### config.mk
export PLATFORM = sky130hd
export DESIGN_NAME = syl_top
export DESIGN_NICKNAME = d
export VERILOG_FILES = /design/src/syl_pkg.sv /design/src/syl_serial_in.sv /design/src/syl_divider.sv /design/src/syl_top.sv
export SDC_FILE = /design/constraint.sdc
export NUM_CORES = 1
export LEC_CHECK = 0
export BUFFER_PORTS_ARGS = -buffer_cell sky130_fd_sc_hd__clkbuf_2
export CORE_MARGIN = 5
export CORE_UTILIZATION = 50
export DETAILED_ROUTE_END_ITERATION = 8
export GPL_TIMING_DRIVEN = 0
export HOLD_SLACK_MARGIN = 0.15
export PLACE_DENSITY = 0.67
export SYNTH_ARGS = -nofsm -noshare
export SYNTH_HDL_FRONTEND = slang
export SYNTH_HIERARCHICAL = 1
export SYNTH_SLANG_ARGS = --single-unit
### constraint.sdc
create_clock -name clk -period 3.3 [get_ports clk]
set_clock_uncertainty 0.1 [all_clocks]
set_input_delay 0.165 -clock clk [delete_from_list [all_inputs] [get_ports clk]]
set_output_delay 0.165 -clock clk [all_outputs]
set_load 0.1 [all_outputs]
### src/syl_pkg.sv
package syl_pkg;

	// ----------------------------------------------------------------
	// serial word and latch select
	// ----------------------------------------------------------------
	localparam int WORD_W = 24;
	localparam logic [1:0] SEL_CONTROL = 2'h0;
	localparam logic [1:0] SEL_REFERENCE = 2'h1;
	localparam logic [1:0] SEL_FEEDBACK = 2'h2;
	localparam logic [1:0] SEL_TEST = 2'h3;

	// ----------------------------------------------------------------
	// timing
	// ----------------------------------------------------------------
	localparam int CLK_PERIOD_NS = 8;
	localparam int LOCK_ENTER_NS = 15;
	localparam int LOCK_EXIT_NS = 25;
	// longest times round down, never below one cycle
	localparam int LOCK_ENTER_INT = (LOCK_ENTER_NS / CLK_PERIOD_NS < 1) ?
		1 : LOCK_ENTER_NS / CLK_PERIOD_NS;
	localparam int LOCK_EXIT_INT = (LOCK_EXIT_NS / CLK_PERIOD_NS < 1) ?
		1 : LOCK_EXIT_NS / CLK_PERIOD_NS;
	localparam logic [7:0] LOCK_ENTER_CYC = 8'(LOCK_ENTER_INT);
	localparam logic [7:0] LOCK_EXIT_CYC = 8'(LOCK_EXIT_INT);
	localparam logic [7:0] ERR_SAT = 8'h ff;
	localparam logic [2:0] LOCK_CNT_SHORT = 3'h3;
	localparam logic [2:0] LOCK_CNT_LONG = 3'h5;
	localparam logic [1:0] SYNC_PD_EDGES = 2'h2;

	// ----------------------------------------------------------------
	// monitor output select codes
	// ----------------------------------------------------------------
	localparam logic [2:0] MON_LOW = 3'h0;
	localparam logic [2:0] MON_LOCK = 3'h1;
	localparam logic [2:0] MON_REF_DIV = 3'h2;
	localparam logic [2:0] MON_FB_DIV = 3'h3;
	localparam logic [2:0] MON_HIGH = 3'h7;

	// ----------------------------------------------------------------
	// latch layouts, most significant field first
	// ----------------------------------------------------------------
	typedef struct packed {
		logic [1:0] rsv;
		logic powerdown_sync_select;
		logic powerdown_request_bit;
		logic [2:0] pump_current_b;
		logic [2:0] pump_current_a;
		logic [1:0] out_level_sel;
		logic output_hold_until_lock;
		logic pump_gain_select;
		logic pump_tristate;
		logic detector_sign_bit;
		logic [2:0] monitor_sel;
		logic counter_clear_bit;
		logic [1:0] core_bias_sel;
		logic [1:0] latch_select;
	} syl_ctrl_t;

	typedef struct packed {
		logic [1:0] rsv_hi;
		logic pump_gain_select;
		logic [12:0] feedback_ratio;
		logic [5:0] rsv_lo;
		logic [1:0] latch_select;
	} syl_fb_t;

	typedef struct packed {
		logic [1:0] rsv;
		logic [1:0] band_clk_div;
		logic factory_test_bit;
		logic lock_count_select;
		logic [1:0] pulse_width_sel;
		logic [13:0] reference_ratio;
		logic [1:0] latch_select;
	} syl_ref_t;

	// ----------------------------------------------------------------
	// reset values: core bias 5 mA code, smallest legal ratios
	// ----------------------------------------------------------------
	localparam logic [23:0] CTRL_RST = 24'h00_0004;
	localparam logic [23:0] FB_RST = 24'h00_0302;
	localparam logic [23:0] REF_RST = 24'h00_0005;

endpackage

### src/syl_serial_in.sv
`timescale 1ns/1ps
module syl_serial_in
	import syl_pkg::*;
(
	input wire logic clk,
	input wire logic sys_rst,
	input wire logic ser_clk,
	input wire logic ser_data,
	input wire logic latch_load_strobe,
	output logic [WORD_W-1:0] word,
	output logic load
);
	logic [WORD_W-1:0] shift_r, shift_nxt;
	logic sck_q_r, le_q_r, load_r, load_nxt;

	// ----------------------------------------------------------------
	// shift on rising serial clock, capture on rising strobe
	// ----------------------------------------------------------------
	always_comb begin
		shift_nxt = shift_r;
		load_nxt = 1'b0;
		if (ser_clk && !sck_q_r) begin
			shift_nxt = {shift_r[WORD_W-2:0], ser_data};
		end
		if (latch_load_strobe && !le_q_r) begin
			load_nxt = 1'b1;
		end
	end

	always_ff @(posedge clk) begin
		if (sys_rst) begin
			shift_r <= '0;
			sck_q_r <= 1'b0;
			le_q_r <= 1'b0;
			load_r <= 1'b0;
		end else begin
			shift_r <= shift_nxt;
			sck_q_r <= ser_clk;
			le_q_r <= latch_load_strobe;
			load_r <= load_nxt;
		end
	end

	// word stays valid with load since shifting and strobe never overlap
	assign word = shift_r;
	assign load = load_r;
endmodule

### src/syl_divider.sv
`timescale 1ns/1ps
module syl_divider (
	input wire logic clk,
	input wire logic sys_rst,
	input wire logic hold,
	input wire logic step,
	input wire logic [13:0] ratio,
	output logic tick
);
	logic [13:0] cnt_r, cnt_nxt;
	logic tick_r, tick_nxt;

	// ----------------------------------------------------------------
	// counts input edges, one tick per ratio edges; hold = reset state
	// ----------------------------------------------------------------
	always_comb begin
		cnt_nxt = cnt_r;
		tick_nxt = 1'b0;
		if (hold) begin
			cnt_nxt = '0;
		end else if (step) begin
			if (cnt_r + 14'h0001 >= ratio) begin
				cnt_nxt = '0;
				tick_nxt = 1'b1;
			end else begin
				cnt_nxt = cnt_r + 14'h0001;
			end
		end
	end

	always_ff @(posedge clk) begin
		if (sys_rst) begin
			cnt_r <= '0;
			tick_r <= 1'b0;
		end else begin
			cnt_r <= cnt_nxt;
			tick_r <= tick_nxt;
		end
	end

	assign tick = tick_r;
endmodule

### src/syl_top.sv
`timescale 1ns/1ps
// Overview of operation
// - 24-bit word in msb first on serial clock rise, copied on strobe rise
// - two low bits pick control, reference, feedback or test latch
// - select 00 loads the control latch
// - select 01 loads the reference divider latch
// - mode bit 0 with request bit 1 powers down at once
// - mode bit 1: power down on second reference divider edge after strobe
// - chip select low disables the device whatever the power-down bits
// - power-down holds counters, tristates pump, clears lock, mutes outputs
// - serial register keeps shifting and latching during power-down
// - control bits 19:14 hold pump current codes a (low) and b (high)
// - bits 13:12 output level, bits 3:2 core bias, 5 mA advised
// - hold-until-lock bit keeps outputs off until lock is seen
// - pump gain select 1 picks current b, 0 picks current a
// - gain also set by feedback latch bit 21; last write wins
// - control bit 9 tristates the charge pump; host keeps it 0 (the test sets it 1 in one row)
// - detector sign 1 positive polarity, 0 negative polarity
// - bits 7:5 choose the signal driven on the monitor pin
// - counter clear bit holds reference and feedback counters reset
// - feedback ratio 13 bits at 20:8, range 3 to 8191
// - reference ratio 14 bits at 15:2, range 1 to 16383
// - reference bits 17:16 select anti-backlash pulse width
// - lock needs five (bit 1) or three (bit 0) cycles under 15 ns
// - lock stays until a cycle shows more than 25 ns error
// - test latch contents ignored; host keeps test bit 0
// - band clock divider divides reference output for band select
// - band clock divide by 1, 2, 4 or 8
module syl_top
	import syl_pkg::*;
(
	input wire logic clk,
	input wire logic sys_rst,
	input wire logic ser_clk,
	input wire logic ser_data,
	input wire logic latch_load_strobe,
	input wire logic chip_enable,
	input wire logic ref_in,
	input wire logic fb_in,
	output logic powered_down,
	output logic ref_buffer_enable,
	output logic [2:0] pump_current,
	output logic pump_tristate,
	output logic detector_positive,
	output logic [1:0] pulse_width_sel,
	output logic output_enable,
	output logic [1:0] out_level_sel,
	output logic [1:0] core_bias_sel,
	output logic lock_detect,
	output logic band_clk_tick,
	output logic monitor_output_pin
);
	typedef enum logic [1:0] {
		LD_IDLE = 2'b00,
		LD_REF_FIRST = 2'b01,
		LD_FB_FIRST = 2'b10
	} syl_ld_state_t;
	// ----------------------------------------------------------------
	// serial input and latch storage
	// ----------------------------------------------------------------
	logic [WORD_W-1:0] word;
	logic load, gain_r, gain_nxt;
	syl_ctrl_t ctrl_r, ctrl_nxt;
	syl_fb_t fb_r, fb_nxt;
	syl_ref_t ref_r, ref_nxt;
	// serial register is never gated by power-down
	syl_serial_in u_serial (
		.clk(clk),
		.sys_rst(sys_rst),
		.ser_clk(ser_clk),
		.ser_data(ser_data),
		.latch_load_strobe(latch_load_strobe),
		.word(word),
		.load(load)
	);
	function automatic logic is_sel(input logic [WORD_W-1:0] w,
		input logic [1:0] code);
		return w[1:0] == code;
	endfunction
	always_comb begin
		ctrl_nxt = ctrl_r;
		fb_nxt = fb_r;
		ref_nxt = ref_r;
		gain_nxt = gain_r;
		if (load) begin
			if (is_sel(word, SEL_CONTROL)) begin
				ctrl_nxt = syl_ctrl_t'(word);
				gain_nxt = word[10];
			end
			if (is_sel(word, SEL_REFERENCE)) begin
				ref_nxt = syl_ref_t'(word);
			end
			if (is_sel(word, SEL_FEEDBACK)) begin
				fb_nxt = syl_fb_t'(word);
				gain_nxt = word[21];
			end
			// test latch writes are dropped: test modes stay off
		end
	end
	always_ff @(posedge clk) begin
		if (sys_rst) begin
			ctrl_r <= syl_ctrl_t'(CTRL_RST);
			fb_r <= syl_fb_t'(FB_RST);
			ref_r <= syl_ref_t'(REF_RST);
			gain_r <= 1'b0;
		end else begin
			ctrl_r <= ctrl_nxt;
			fb_r <= fb_nxt;
			ref_r <= ref_nxt;
			gain_r <= gain_nxt;
		end
	end
	// ----------------------------------------------------------------
	// power-down control and counters
	// ----------------------------------------------------------------
	logic soft_pd_r, soft_pd_nxt, sync_arm_r, sync_arm_nxt, pd_r, pd_nxt;
	logic [1:0] sync_cnt_r, sync_cnt_nxt;
	logic ref_tick, fb_tick, ctrl_load, bufen_r;
	assign ctrl_load = load && is_sel(word, SEL_CONTROL);
	always_comb begin
		soft_pd_nxt = soft_pd_r;
		sync_arm_nxt = sync_arm_r;
		sync_cnt_nxt = sync_cnt_r;
		if (ctrl_load) begin
			sync_cnt_nxt = '0;
			if (!word[20]) begin
				soft_pd_nxt = 1'b0;
				sync_arm_nxt = 1'b0;
			end else if (!word[21]) begin
				soft_pd_nxt = 1'b1;
				sync_arm_nxt = 1'b0;
			end else begin
				sync_arm_nxt = !soft_pd_r;
			end
		end else if (sync_arm_r && ref_tick) begin
			if (sync_cnt_r + 2'h1 == SYNC_PD_EDGES) begin
				soft_pd_nxt = 1'b1;
				sync_arm_nxt = 1'b0;
				sync_cnt_nxt = '0;
			end else begin
				sync_cnt_nxt = sync_cnt_r + 2'h1;
			end
		end
		pd_nxt = soft_pd_nxt || !chip_enable;
	end
	always_ff @(posedge clk) begin
		if (sys_rst) begin
			soft_pd_r <= 1'b0;
			sync_arm_r <= 1'b0;
			sync_cnt_r <= '0;
			pd_r <= 1'b1;
			bufen_r <= 1'b0;
		end else begin
			soft_pd_r <= soft_pd_nxt;
			sync_arm_r <= sync_arm_nxt;
			sync_cnt_r <= sync_cnt_nxt;
			pd_r <= pd_nxt;
			bufen_r <= !pd_nxt;
		end
	end
	logic ref_q_r, fb_q_r, cnt_hold;
	always_ff @(posedge clk) begin
		if (sys_rst) begin
			ref_q_r <= 1'b0;
			fb_q_r <= 1'b0;
		end else begin
			ref_q_r <= ref_in;
			fb_q_r <= fb_in;
		end
	end
	assign cnt_hold = pd_r || ctrl_r.counter_clear_bit;
	syl_divider u_ref_div (
		.clk(clk),
		.sys_rst(sys_rst),
		.hold(cnt_hold),
		.step(ref_in && !ref_q_r),
		.ratio(ref_r.reference_ratio),
		.tick(ref_tick)
	);
	syl_divider u_fb_div (
		.clk(clk),
		.sys_rst(sys_rst),
		.hold(cnt_hold),
		.step(fb_in && !fb_q_r),
		.ratio({1'b0, fb_r.feedback_ratio}),
		.tick(fb_tick)
	);
	// ----------------------------------------------------------------
	// lock detector: phase error in clock cycles between ticks
	// ----------------------------------------------------------------
	syl_ld_state_t ld_r, ld_nxt;
	logic [7:0] err_r, err_nxt, err_meas;
	logic [2:0] good_r, good_nxt, need;
	logic lock_r, lock_nxt, done;
	always_comb begin
		ld_nxt = ld_r;
		err_nxt = err_r;
		good_nxt = good_r;
		lock_nxt = lock_r;
		done = 1'b0;
		err_meas = err_r;
		need = ref_r.lock_count_select ? LOCK_CNT_LONG : LOCK_CNT_SHORT;
		if (err_r != ERR_SAT) begin
			err_nxt = err_r + 8'h01;
		end
		unique case (ld_r)
			LD_IDLE: begin
				err_nxt = 8'h01;
				if (ref_tick && fb_tick) begin
					done = 1'b1;
					err_meas = '0;
				end else if (ref_tick) begin
					ld_nxt = LD_REF_FIRST;
				end else if (fb_tick) begin
					ld_nxt = LD_FB_FIRST;
				end
			end
			LD_REF_FIRST: begin
				if (fb_tick) begin
					done = 1'b1;
					ld_nxt = LD_IDLE;
				end
			end
			LD_FB_FIRST: begin
				if (ref_tick) begin
					done = 1'b1;
					ld_nxt = LD_IDLE;
				end
			end
			default: begin
				ld_nxt = LD_IDLE;
			end
		endcase
		if (done) begin
			if (err_meas < LOCK_ENTER_CYC) begin
				if (good_r < need) begin
					good_nxt = good_r + 3'h1;
				end
				if (good_r + 3'h1 >= need) begin
					lock_nxt = 1'b1;
				end
			end else begin
				good_nxt = '0;
			end
			if (err_meas > LOCK_EXIT_CYC) begin
				lock_nxt = 1'b0;
			end
		end
		if (pd_r) begin
			ld_nxt = LD_IDLE;
			good_nxt = '0;
			lock_nxt = 1'b0;
		end
	end
	always_ff @(posedge clk) begin
		if (sys_rst) begin
			ld_r <= LD_IDLE;
			err_r <= '0;
			good_r <= '0;
			lock_r <= 1'b0;
		end else begin
			ld_r <= ld_nxt;
			err_r <= err_nxt;
			good_r <= good_nxt;
			lock_r <= lock_nxt;
		end
	end
	// ----------------------------------------------------------------
	// band select clock divider, registered analog controls, monitor
	// ----------------------------------------------------------------
	logic [2:0] band_cnt_r, band_cnt_nxt, band_mask, cur_r, cur_nxt;
	logic band_tick_r, band_tick_nxt, tri_r, tri_nxt, sign_r, sign_nxt;
	logic oe_r, oe_nxt, mon_r, mon_nxt;
	always_comb begin
		band_mask = 3'((4'h1 << ref_r.band_clk_div) - 4'h1);
		band_cnt_nxt = band_cnt_r;
		band_tick_nxt = 1'b0;
		if (cnt_hold) begin
			band_cnt_nxt = '0;
		end else if (ref_tick) begin
			band_tick_nxt = (band_cnt_r & band_mask) == band_mask;
			band_cnt_nxt = band_cnt_r + 3'h1;
		end
	end
	always_ff @(posedge clk) begin
		if (sys_rst) begin
			band_cnt_r <= '0;
			band_tick_r <= 1'b0;
		end else begin
			band_cnt_r <= band_cnt_nxt;
			band_tick_r <= band_tick_nxt;
		end
	end
	// pump and outputs follow the power-down register in the same cycle
	always_comb begin
		cur_nxt = gain_r ? ctrl_r.pump_current_b :
			ctrl_r.pump_current_a;
		tri_nxt = pd_nxt || ctrl_r.pump_tristate;
		sign_nxt = ctrl_r.detector_sign_bit;
		oe_nxt = !pd_nxt && (lock_r || !ctrl_r.output_hold_until_lock);
		unique case (ctrl_r.monitor_sel)
			MON_LOCK: mon_nxt = lock_r;
			MON_REF_DIV: mon_nxt = ref_tick;
			MON_FB_DIV: mon_nxt = fb_tick;
			MON_HIGH: mon_nxt = 1'b1;
			default: mon_nxt = 1'b0;
		endcase
	end
	always_ff @(posedge clk) begin
		if (sys_rst) begin
			cur_r <= '0;
			tri_r <= 1'b1;
			sign_r <= 1'b0;
			oe_r <= 1'b0;
			mon_r <= 1'b0;
		end else begin
			cur_r <= cur_nxt;
			tri_r <= tri_nxt;
			sign_r <= sign_nxt;
			oe_r <= oe_nxt;
			mon_r <= mon_nxt;
		end
	end
	assign powered_down = pd_r;
	assign ref_buffer_enable = bufen_r;
	assign pump_current = cur_r;
	assign pump_tristate = tri_r;
	assign detector_positive = sign_r;
	assign pulse_width_sel = ref_r.pulse_width_sel;
	assign output_enable = oe_r;
	assign out_level_sel = ctrl_r.out_level_sel;
	assign core_bias_sel = ctrl_r.core_bias_sel;
	assign lock_detect = lock_r;
	assign band_clk_tick = band_tick_r;
	assign monitor_output_pin = mon_r;
endmodule

# After elaboration in Yosys (flattened, before gate mapping)
# Cells that the tools add are included.
dict set report classes {
  n_lt_le_gt_ge 6
  n_shift 1
  n_bitwise 4
  n_div 0
  multipliers 0
  n_mux 40
  n_reduce_logical 43
  eq_ne 16
  addsub 7
}
# operator n
set op_table {}
lappend op_table {{$add 14x1->14 const B} 2}
lappend op_table {{$mux 14} 2}
lappend op_table {{$mux 1} 23}
lappend op_table {{$mux 8} 2}
lappend op_table {{$ge 14x13->1} 1}
lappend op_table {{$ge 14x14->1} 1}
lappend op_table {{$mux 2} 6}
lappend op_table {{$mux 3} 4}
lappend op_table {{$reduce_and 2->1} 6}
lappend op_table {{$reduce_bool 2->1} 6}
lappend op_table {{$reduce_or 3->1} 3}
lappend op_table {{$add 8x1->8 const B} 1}
lappend op_table {{$gt 8x2->1 const B} 1}
lappend op_table {{$logic_and 1x1->1} 8}
lappend op_table {{$logic_not 1->1} 8}
lappend op_table {{$lt 8x1->1 const B} 1}
lappend op_table {{$ne 8x8->1 const B} 1}
lappend op_table {{$reduce_or 2->1} 4}
lappend op_table {{$add 3x1->3 const B} 2}
lappend op_table {{$eq 2x2->1 const B} 3}
lappend op_table {{$eq 3x2->1 const B} 2}
lappend op_table {{$ne 2x1->1 const B} 3}
lappend op_table {{$pmux 2 s3} 1}
lappend op_table {{$eq 2x1->1 const B} 2}
lappend op_table {{other kinds (18)} 24}
dict set report word_totals {
  register_bits 138
  latchBits 0
  output_inout_bits 17
  rom_bits 0
  word_cells 159
  n_memories 0
  mem_bits_rw 0
}

# Logic depth before layout (Yosys ltp)
dict set report logic_depth {
  ltp_word 8
  mapped_depth 12
  depth_no_buf 11
}

# Cells and area by module
# The synthesis kept the hierarchy.
# mod n_inst area_per_inst_um2 cells_each seq_area_each_um2
set by_module_without_submodules {}
lappend by_module_without_submodules {syl_top 1 3290.7 392 1661.6}
lappend by_module_without_submodules {syl_divider 2 1291.2 154 300.3}
lappend by_module_without_submodules {syl_serial_in 1 1039.7 86 540.5}

# Worst setup path before layout
# Ideal clock, no wire load.
dict set report synth_path {
  kind {flip-flop to flip-flop}
  startpoint {register u_fb_div.cnt_r[0]}
  endpoint {register u_fb_div.cnt_r[10]}
  path_stages_with_launch 13
  setup_slack_ps 469
  arrival_time_ps 2598
  n_path_buf 1
  required_time_ps 3067
  path_cell_list {dfxtp_1 > ha_1 > and4_2 > nand3_1 > or2_2 > xnor2_1 > ha_1 > nand2_1 > nor4_2 > a21oi_1 > a31oi_2 > buf_6 > nor4_1}
}
dict set report synth_between {
  elab_chain_len 3
}
# item line
set synth_lines {}
lappend synth_lines {{start, declared} syl_divider.sv:10} ;# logic [13:0] cnt_r, cnt_nxt;
lappend synth_lines {{start signal, assigned} syl_divider.sv:36} ;# cnt_r <= cnt_nxt;
lappend synth_lines {{$add 14x1->14 *} {syl_divider.sv:22, syl_divider.sv:26}}
lappend synth_lines {{$ge 14x13->1} syl_divider.sv:22} ;# if (cnt_r + 14'h0001 >= ratio) begin
lappend synth_lines {{$mux 14 *} syl_divider.sv:22}
# Every way passes the cells marked *; elsewhere a longest branch is shown, timed or not.
# A chain may end at the register's enable or synchronous reset.

# Worst setup path in the final report
dict set report layout_path {
  startpoint {register u_ref_div.cnt_r[0]}
  endpoint {register u_ref_div.cnt_r[9]}
}
dict set report layout_between {
  elab_chain_len 3
}
# item line
set layout_lines {}
lappend layout_lines {{start, declared} syl_divider.sv:10}
lappend layout_lines {{start signal, assigned} syl_divider.sv:36}
lappend layout_lines {{$add 14x1->14 *} {syl_divider.sv:22, syl_divider.sv:26}}
lappend layout_lines {{$ge 14x14->1} syl_divider.sv:22}
lappend layout_lines {{$mux 14 *} syl_divider.sv:22}
# Marks and branches as above.

==> reports/results.tsv <==
metric	value	unit
outcome	finished, final reports clean	
required	3.48	ns
final.setup.tns	0	ns
p_per_area	486	nW/um^2
ir_worst_vdd	0.000392	V
ioPinCount	25	
insertion_delay	0.42	ns
setup_ws	0.163	ns
grtUsageTotal	19.2	%
tritoncts	yes	
cp-end-kind	flop	
die_area	16100	sq um
htree_levels	4	
netlist_area	6840	sq um
grt-ovfl-total	0	
die_h	127	um
portBuffers	24	
ant_nets	0	
worst_slew_pin_slew	0.702	ns
synthCells	780	
die_w	127	um
hold-worst-slack	0.245	ns
clk_path_buf_depth	2	
hpwl	11.0	mm
critPathLaunch	u_ref_div/cnt_r[0]$_SDFFE_PP0P_	
grt_start_max_net_pins	26	
setup-violations-final	0	
min-delay-start	sys_rst	
clock_sinks	138	
antenna_found_initial	0	
synth_nets	825	
path_class	flop to flop	
crit_arrival	3.32	ns
min_path_type	input pin to flop	
start_kind	flop	
syn_avg_cell_area	8.77	sq um
numCtsBuffers	17	
layout-drive-gt1-share	13.5	%
clk_pin_slew	0.06	ns
max-cap-violations	0	
drc	0	
first_global_vias	5323	
p_total	3.83	mW
wl_per_cell	14.6	um
syn2layout_area_growth	15.2	%
finalCriticalPeriod	3.14	ns
dp_slack	0.00997	ns
antenna_cells	0	
wirelength	14.9	mm
fmax	319	MHz
drt-initial-drc-count	387	
gp_congestion	0.899	
num_vias	5421	
ys_warn_count	6	
num_rows	42	
finalCritPeriodShare	95.1	%
initial_core_util	51.2	%
fin_nets	876	
slew_violations	0	
dr.pass1.iters	5	
crit_fanout	10	
maxSlewHeadroom	53.1	%
hold_viol_final	0	
core_area	13300	sq um
root_buffer	clkbuf_16	
grt_pass1_wl	25.1	mm
timing.rr.start	u_ref_div/cnt_r[0]$_SDFFE_PP0P_	
viasPerCell	5.31	
leakage	3.01	nW
-- timing repair --
| item | in CTS | in global routing |
|---|---|---|
| pin swaps | 1 | 1 |
| buffers inserted | 1 | 1 |
| setup endpoints to repair | 2 | 23 |
| hold endpoints to repair | 8 | 0 |
| hold buffers | 6 | 0 |
| gates resized for setup | 0 | 3 |
-- flip-flops by register name, indices dropped and copies added, names as in the netlist, 2 cells and up --
name	cells
fb_r	13
pulse_width_sel	2
u_fb_div/cnt_r	14
band_cnt_r	3
u_ref_div/cnt_r	14
out_level_sel	2
ld_r	2
good_r	3
u_serial/word	22
err_r	8
sync_cnt_r	2
core_bias_sel	2
ref_r	17
ctrl_r	12
pump_current	3
-- layout by cell type (no fill, tap or decap), drive strengths merged, types with 28 or more instances in the layout --
cell,n
dfxtp,138
nand2,136
a21oi,68
clkbuf,54
inv,40
nor2,37
ha,37
nor4,31
buf,31
xor2,29
mux2i,28
-- worst paths after layout --
path,cells past startpoint,slack (ns),endpoint
worst max register to register,12,0.16,u_ref_div/cnt_r[9]$_SDFFE_PP0P_
worst min-delay path,2,0.25,u_ref_div/cnt_r[3]$_SDFFE_PP0P_
worst min register to register,1,0.28,u_serial/load$_SDFF_PP0_
worst max-delay path,12,0.16,u_ref_div/cnt_r[9]$_SDFFE_PP0P_
-- through the flow --
step	std cells	area, sq um	utilization, %
final	1020	7880	59.0
after global routing	1020	7880	59.0
after CTS	1019	7850	58.8
after detailed placement	980	7180	53.8
after global placement	980	7180	53.8
after floorplan	780	6840	-
-- layout make-up --
| type | instances | area, sq um |
|---|---|---|
| fillers | 1178 | 5470 |
| multi-input cells | 560 | 3620 |
| flip-flops and latches | 138 | 2760 |
| clock buffers | 19 | 433 |
| plain buffers | 44 | 339 |
| well taps | 176 | 220 |
| repair buffers | 32 | 195 |
| clock inverters | 13 | 169 |
| inverters | 38 | 143 |
-- worst max-delay path, stage by stage (launching register included) --
cell	delay, ns
dfxtp_1	0.39
ha_1	0.26
and4_2	0.33
nand3_1	0.11
or2_2	0.31
xnor2_1	0.13
ha_1	0.29
nand2_1	0.11
nor4_4	0.30
a21oi_1	0.14
a31oi_2	0.29
buf_6	0.19
nor4_1	0.06
-- power by group --
| group | internal [mW] | switching [mW] |
|---|---|---|
| sequential | 1.68 | 0.0109 |
| combinational | 0.0664 | 0.131 |
| clock | 1.19 | 0.743 |
| total | 2.94 | 0.885 |
-- per-layer routing --
metal / GRT usage, % / share of wire, % / wire, um
met1: 24.9 / 48 / 7100
met2: 32.4 / 48 / 7110
met3: 4.04 / 3.8 / 565
met4: 5.49 / 1.0 / 149
met5: 0 / 0 / 0
No activity file was read; power rests on OpenSTA's default activity.
